--- src/rtl/hpcfg_pkg.sv ---
// package for the hub port power configuration register bank
package hpcfg_pkg;
    localparam logic [7:0] ADDR_POWER_OPTIONS = 8'h08;
    localparam logic [7:0] ADDR_FIXED_PORTS   = 8'h09;
    localparam logic [7:0] ADDR_SP_PORT_OFF   = 8'h0a;
    localparam logic [7:0] ADDR_BP_PORT_OFF   = 8'h0b;
    localparam logic [7:0] ADDR_SP_CURRENT    = 8'h0c;
    localparam logic [7:0] REG_RESET          = 8'h00;
    localparam int         DYNAMIC_BIT        = 7;
    localparam int         COMPOUND_BIT       = 3;
    localparam int         OCD_LSB            = 4;
    localparam logic [7:0] POWER_OPTIONS_MASK = 8'hb8;
    localparam logic [7:0] PORT_FIELD_MASK    = 8'h1e;
    localparam int         PORT_LSB           = 1;
    localparam int         NUM_PORTS          = 4;
    localparam int         CLK_MHZ            = 200;
    // over-current delays in microseconds, as printed
    localparam int OCD_T0_US = 100;
    localparam int OCD_T1_US = 2000;
    localparam int OCD_T2_US = 4000;
    localparam int OCD_T3_US = 6000;
    localparam int OCD_C0 = OCD_T0_US * CLK_MHZ;
    localparam int OCD_C1 = OCD_T1_US * CLK_MHZ;
    localparam int OCD_C2 = OCD_T2_US * CLK_MHZ;
    localparam int OCD_C3 = OCD_T3_US * CLK_MHZ;
    localparam int CURRENT_UNIT_MA = 2;

    typedef struct packed {
        logic [7:0] power_options;
        logic [7:0] fixed_ports;
        logic [7:0] sp_port_off;
        logic [7:0] bp_port_off;
        logic [7:0] sp_current;
        logic [7:0] rdata;
        logic       loss_sync1;
        logic       loss_sync2;
        logic       self_powered;
        logic [NUM_PORTS-1:0] port_off;
    } hpcfg_state_s;
endpackage : hpcfg_pkg

--- src/rtl/hpcfg_regs.sv ---
// hub port power configuration registers 08h..0ch and their effects
`timescale 1ns/100ps

// Functional notes
// - dynamic bit set: follow local power loss into bus power and back; clear: power mode follows STATIC_SELF_POWERED
// - delay field bits 5:4 chooses 0.1ms, 2ms, 4ms or 6ms over-current delay
// - compound bit 3 marks hub as part of compound device
// - bits 1..4 of fixed-port register flag ports with non-removable devices
// - self-powered mask bits 1..4 disable ports while self-powered
// - bus-powered mask bits 1..4 disable ports while bus-powered
// - bit 0 of port registers reads zero; bits 7..5 reserved
// - current limit reported in 2mA units, 50 means 100mA
// - all five registers are eight bits and reset to zero
// - undefined offsets read zero; writes there are silently ignored
module hpcfg_regs #(
    parameter int OCD_CYCLES_0 = hpcfg_pkg::OCD_C0,
    parameter int OCD_CYCLES_1 = hpcfg_pkg::OCD_C1,
    parameter int OCD_CYCLES_2 = hpcfg_pkg::OCD_C2,
    parameter int OCD_CYCLES_3 = hpcfg_pkg::OCD_C3
) (
    // clock and reset
    input  wire logic        REF_CLK,
    input  wire logic        RESETN,
    // register port from the configuration loader
    input  wire logic [7:0]  REG_ADDR,
    input  wire logic        REG_WRITE,
    input  wire logic [7:0]  REG_WDATA,
    input  wire logic        REG_READ,
    output logic      [7:0]  REG_RDATA,
    // power inputs
    input  wire logic        LOCAL_POWER_OK,
    input  wire logic        STATIC_SELF_POWERED,
    // configuration outputs
    output logic             SELF_POWERED,
    output logic             DYNAMIC_ENABLE,
    output logic [1:0]       OVERCURRENT_DELAY_SELECT,
    output logic [31:0]      OVERCURRENT_DELAY_CYCLES,
    output logic             COMPOUND_DEVICE,
    output logic [3:0]       FIXED_PORT_MASK,
    output logic [3:0]       PORT_OFF,
    output logic [7:0]       SELF_POWERED_CURRENT_UNITS,
    output logic [9:0]       SELF_POWERED_CURRENT_MA
);
    hpcfg_pkg::hpcfg_state_s st;
    hpcfg_pkg::hpcfg_state_s next_st;

    function automatic logic [7:0] read_mux(input hpcfg_pkg::hpcfg_state_s s, input logic [7:0] a);
        unique case (a)
            hpcfg_pkg::ADDR_POWER_OPTIONS: read_mux = s.power_options;
            hpcfg_pkg::ADDR_FIXED_PORTS:   read_mux = s.fixed_ports & hpcfg_pkg::PORT_FIELD_MASK;
            hpcfg_pkg::ADDR_SP_PORT_OFF:   read_mux = s.sp_port_off & hpcfg_pkg::PORT_FIELD_MASK;
            hpcfg_pkg::ADDR_BP_PORT_OFF:   read_mux = s.bp_port_off & hpcfg_pkg::PORT_FIELD_MASK;
            hpcfg_pkg::ADDR_SP_CURRENT:    read_mux = s.sp_current;
            default:                       read_mux = 8'h00;
        endcase
    endfunction : read_mux

    always_comb begin
        next_st = st;
        next_st.loss_sync1 = ~LOCAL_POWER_OK;
        next_st.loss_sync2 = st.loss_sync1;
        // reserved bits are stored masked so a careless host cannot light them
        if (REG_WRITE) begin
            unique case (REG_ADDR)
                hpcfg_pkg::ADDR_POWER_OPTIONS: next_st.power_options = REG_WDATA & hpcfg_pkg::POWER_OPTIONS_MASK;
                hpcfg_pkg::ADDR_FIXED_PORTS:   next_st.fixed_ports = REG_WDATA & hpcfg_pkg::PORT_FIELD_MASK;
                hpcfg_pkg::ADDR_SP_PORT_OFF:   next_st.sp_port_off = REG_WDATA & hpcfg_pkg::PORT_FIELD_MASK;
                hpcfg_pkg::ADDR_BP_PORT_OFF:   next_st.bp_port_off = REG_WDATA & hpcfg_pkg::PORT_FIELD_MASK;
                hpcfg_pkg::ADDR_SP_CURRENT:    next_st.sp_current = REG_WDATA;
                default: ;
            endcase
        end
        if (REG_READ) begin
            next_st.rdata = read_mux(st, REG_ADDR);
        end
        if (st.power_options[hpcfg_pkg::DYNAMIC_BIT]) begin
            next_st.self_powered = ~st.loss_sync2;
        end else begin
            next_st.self_powered = STATIC_SELF_POWERED;
        end
        if (st.self_powered) begin
            next_st.port_off = st.sp_port_off[hpcfg_pkg::PORT_LSB +: hpcfg_pkg::NUM_PORTS];
        end else begin
            next_st.port_off = st.bp_port_off[hpcfg_pkg::PORT_LSB +: hpcfg_pkg::NUM_PORTS];
        end
    end

    always_ff @(posedge REF_CLK) begin
        if (!RESETN) begin
            st.power_options <= hpcfg_pkg::REG_RESET;
            st.fixed_ports   <= hpcfg_pkg::REG_RESET;
            st.sp_port_off   <= hpcfg_pkg::REG_RESET;
            st.bp_port_off   <= hpcfg_pkg::REG_RESET;
            st.sp_current    <= hpcfg_pkg::REG_RESET;
            st.rdata         <= 8'h00;
            st.loss_sync1    <= 1'b0;
            st.loss_sync2    <= 1'b0;
            st.self_powered  <= 1'b0;
            st.port_off      <= 4'h0;
        end else begin
            st <= next_st;
        end
    end

    always_comb begin
        unique case (OVERCURRENT_DELAY_SELECT)
            2'b00: OVERCURRENT_DELAY_CYCLES = 32'(OCD_CYCLES_0);
            2'b01: OVERCURRENT_DELAY_CYCLES = 32'(OCD_CYCLES_1);
            2'b10: OVERCURRENT_DELAY_CYCLES = 32'(OCD_CYCLES_2);
            2'b11: OVERCURRENT_DELAY_CYCLES = 32'(OCD_CYCLES_3);
        endcase
    end

    assign REG_RDATA                  = st.rdata;
    assign SELF_POWERED               = st.self_powered;
    assign DYNAMIC_ENABLE             = st.power_options[hpcfg_pkg::DYNAMIC_BIT];
    assign OVERCURRENT_DELAY_SELECT   = st.power_options[hpcfg_pkg::OCD_LSB +: 2];
    assign COMPOUND_DEVICE            = st.power_options[hpcfg_pkg::COMPOUND_BIT];
    assign FIXED_PORT_MASK            = st.fixed_ports[hpcfg_pkg::PORT_LSB +: hpcfg_pkg::NUM_PORTS];
    assign PORT_OFF                   = st.port_off;
    assign SELF_POWERED_CURRENT_UNITS = st.sp_current;
    assign SELF_POWERED_CURRENT_MA    = {1'b0, st.sp_current, 1'b0};
endmodule : hpcfg_regs

--- config.mk ---
export PLATFORM = sky130hd
export DESIGN_NAME = hpcfg_regs
export DESIGN_NICKNAME = d
export VERILOG_FILES = /design/src/rtl/hpcfg_pkg.sv /design/src/rtl/hpcfg_regs.sv
export SDC_FILE = /design/constraint.sdc
export NUM_CORES = 1
export LEC_CHECK = 0
export BUFFER_PORTS_ARGS = -buffer_cell sky130_fd_sc_hd__clkbuf_2
export CAP_MARGIN = 10
export CELL_PAD_IN_SITES_DETAIL_PLACEMENT = 2
export CELL_PAD_IN_SITES_GLOBAL_PLACEMENT = 2
export CORE_MARGIN = 2
export CORE_UTILIZATION = 31
export CTS_BUF_LIST = sky130_fd_sc_hd__clkbuf_2
export DETAILED_ROUTE_END_ITERATION = 10
export HOLD_SLACK_MARGIN = 0.1
export PLACE_DENSITY_LB_ADDON = 0.1
export REMOVE_ABC_BUFFERS = 1
export SLEW_MARGIN = 40
export SYNTH_ARGS = -nofsm -noshare
export SYNTH_HDL_FRONTEND = slang
export SYNTH_SLANG_ARGS = --single-unit
export TNS_END_PERCENT = 50
--- constraint.sdc ---
create_clock -name REF_CLK -period 3.2 [get_ports REF_CLK]
set_clock_uncertainty 0.05 [all_clocks]
set_input_delay 0.32 -clock REF_CLK [delete_from_list [all_inputs] [get_ports REF_CLK]]
set_output_delay 0.32 -clock REF_CLK [all_outputs]
set_load 0.02 [all_outputs]
==> summary.md <==
| Metric | Value |
|---|---|
| Critical-path top delay cell | `dfxtp_1` |
| Layout cells sized above 1 | `31.7%` |
| Critical Path Source Type | `flop` |
| Post-synth EDFFs | `0` |
| Syn avg cell area | `9.36 µm²` |
| Most frequent cell after synthesis | `buf_4` |
| Seq/Total Area, Yosys | `34.3%` |
| Setup TNS | `0 ns` |
| Fin crit period | `roughly 2.1 ns` |
| Total number of vias | `between 1.5k and 2k` |
| Met2 Wirelength | `~2.8 mm` |
| GRT overflow | `0` |
| Critical Path AT | `1.71 ns` |
| CTS HTree Levels | `2` |
| Max clock buf depth | `2` |
| Initial antenna violation count | `0` |
| HPWL after DPL | `4.16 mm` |
| Initial Util | `31.7%` |
| M1 WL | `2.51 mm` |
| Top cells by area, synth | `dfxtp_1, buf_4, mux2i_1` |
| Yosys top cell by area | `dfxtp_1` |
| Peak supply drop | `0.147 mV` |
| Inserted Clock Buffers | `5` |
| All-layer global routing usage | `14.4%` |
| Number of setup violations in the final report | `0` |
| Number of diodes | `0` |
| Synth cell types | `32` |
| Sw power | `232 µW` |
| Clk pwr share | `28.2%` |
| Global-route wire length before repair | `8.60 mm` |
| Site Rows | `31` |
| RSZ-0062 raised after global routing | `no` |
| Yosys warnings | `0` |
| Final ANT Viol Nets | `0` |
| Largest net degree at the start of global routing | `48` |
| Pwr dens | `332 nW/µm²` |
| Switching Fraction | `28.7%` |
| Critical path fanouts, max | `7` |
| Core ar. | `7180 µm²` |
| Commonest cells in the netlist | `buf_4, dfxtp_1, mux2i_1` |
| Pleak | `0.00127 µW` |
| CTS root buf | `clkbuf_2` |
| Max-Cap Viols | `0` |
| Metal3 WL | `274 µm` |
| Placer Congestion | `0.687` |
| Number of remaining DRC errors | `0` |
| Die area | `8040 µm²` |
| WL/cell | `14.9 µm` |
| TritonRoute pass-1 iters | `4` |
| Num ports | `93` |
| Post-synth top area share | `34.3%` |
| Fin crit share | `65.0%` |
| DRT Wirelength | `5.62 mm` |
| # port buffers | `slightly above 70` |
| Internal power | `576 µW` |
| Seq pwr share | `between 60 and 70%` |
| Logic gate share of total power | `between 10% and 20%` |
| Area of the mapped netlist | `2270 µm²` |
| Most used DFF post-synth | `dfxtp_1` |
| Seq cells post-synth | `39` |
| DR iter-0 viols | `51` |
| Top Metal Used | `met4` |
| Peak Freq | `480 MHz` |
| CTS tree | `built` |
| Status | `finished clean` |
| Clk sinks | `39` |
| Worst Hold Class | `in2reg` |
| CP max stage delay | `0.50 ns` |
| Fraction of registers with async set/reset | `0%` |
| Critical Path RT | `2.83 ns` |
| # nets final | `305` |
| Die H | `89.7 µm` |
| Post-CTS Resized | `0` |
| Max-slew violation count | `0` |
| Count of final hold-check violations | `0` |
| CP Class | `reg2out` |
| Die width | `89.7 µm` |
| Area grow syn2layout | `6.99%` |
| Hold slack | `0.158 ns` |
| Vias in the first global route | `about 1.6k` |
| Syn Inst Count | `approximately 240` |
| Reg clk slew, reported paths | `about 0.22 ns` |
| DR vias/cell | `~4.4` |
| CP Capture Type | `output port` |
| Crit-path cells | `inv_1 > ha_1 > or2_2 > clkbuf_2` |
| Worst-Skew Late Latency | `around 0.42 ns` |
## final timing paths
kind | startpoint | endpoint | slack (ns) | depth (start not counted)
max reg2reg | SELF_POWERED_CURRENT_UNITS[2] | REG_RDATA[2] | 1.95 | 3
min reg2reg | next_st[5] | st[5] | 0.43 | 1
min | REG_WDATA[1] | SELF_POWERED_CURRENT_UNITS[1] | 0.16 | 3
max | OVERCURRENT_DELAY_SELECT[0] | OVERCURRENT_DELAY_CYCLES[8] | 1.12 | 4
## flip-flops by register name, indices dropped and copies added, names as in the netlist
name,flops
next_st,1
DYNAMIC_ENABLE,1
PORT_OFF,4
st,9
COMPOUND_DEVICE,1
OVERCURRENT_DELAY_SELECT,2
SELF_POWERED_CURRENT_UNITS,8
REG_RDATA,8
SELF_POWERED,1
FIXED_PORT_MASK,4
## per-layer routing
layer | up-vias | GRT usage (%)
met4 | 0 | 4.07
met2 | 51 | 23.7
li1 | 801 | -
met1 | 817 | 18.6
met3 | 4 | 4.02
met5 | - | 0
## critical path: cells and delay by family, from the launching register on
family	cells	cell delay, ns
flops	1	0.50
buf+inv	2	0.29
simple gates	1	0.28
fa+ha+maj	1	0.24
## per-stage QoR
step	setup WS (ns)	total power, µW	area, µm²	instances	util [%]
floorplan	1.32	545	1860	194	-
global placement	1.40	585	2340	364	32.6
detailed placement	1.40	586	2340	364	32.7
CTS	1.03	828	2430	377	33.9
global route	0.945	860	2430	377	33.9
finish	1.12	809	2430	377	33.9
## cell usage in the layout (no fill, tap or decap)
master and n:
clkbuf_2 77, dfxtp_1 39, mux2i_1 35, nand2_1 33
conb_1 21, nor2b_1 10, inv_1 6, ha_1 6
dlygate4sd3_1 5, and2_1 4, a32o_1 4, or4bb_1 4
nand4_1 3, nand2b_1 3, nor2_1 2, nor3b_1 2
nand3_1 2, a21boi_0 2, a21o_1 2, or2_2 2
o22ai_1 2, o221a_2 2, o211ai_1 2, nor4b_4 1
nand4b_2 1, nor3_1 1, nor3b_4 1, nand3_2 1
nor4_1 1, mux2_2 1, o21ai_0 1, clkinv_2 1
clkbuf_4 1
## what timing repair did
item / in CTS / in global routing
endpoints found under the hold margin: 7 / 0
buffers inserted: 0 / 0
hold buffers: 5 / 0
## area by class of cell
cell class	instances	area, µm²
Fill cell	823	4740
Multi-Input combinational cell	149	1060
Sequential cell	39	781
Timing Repair Buffer	76	408
Tap cell	99	124
Clock buffer	7	35.0
Inverter	6	22.5
Clock inverter	1	5.00
## kinds of logic after synthesis
kind of cell             count (synthesis)  share of synthesized area [%]
AO/OA/AOI/OAI                           15                           5.50
adder cells (fa/ha/maj)                  6                           3.30
buffers and inverters                   75                           22.4
flip-flops                              39                           34.3
multiplexers                            36                           15.9
other                                    1                          0.165
AND/OR/NAND/NOR                         71                           18.4
## power by group through the flow
stage | Clock (µW) | Combinational (µW) | Sequential, µW
detailed placement | 0 | 84.7 | 501
global route | 269 | 98.8 | 492
CTS | 246 | 89.8 | 492
floorplan | 0 | 44.0 | 501
finish | 228 | 88.9 | 491
global placement | 0 | 83.7 | 501
No activity file was read; power rests on OpenSTA's default activity.
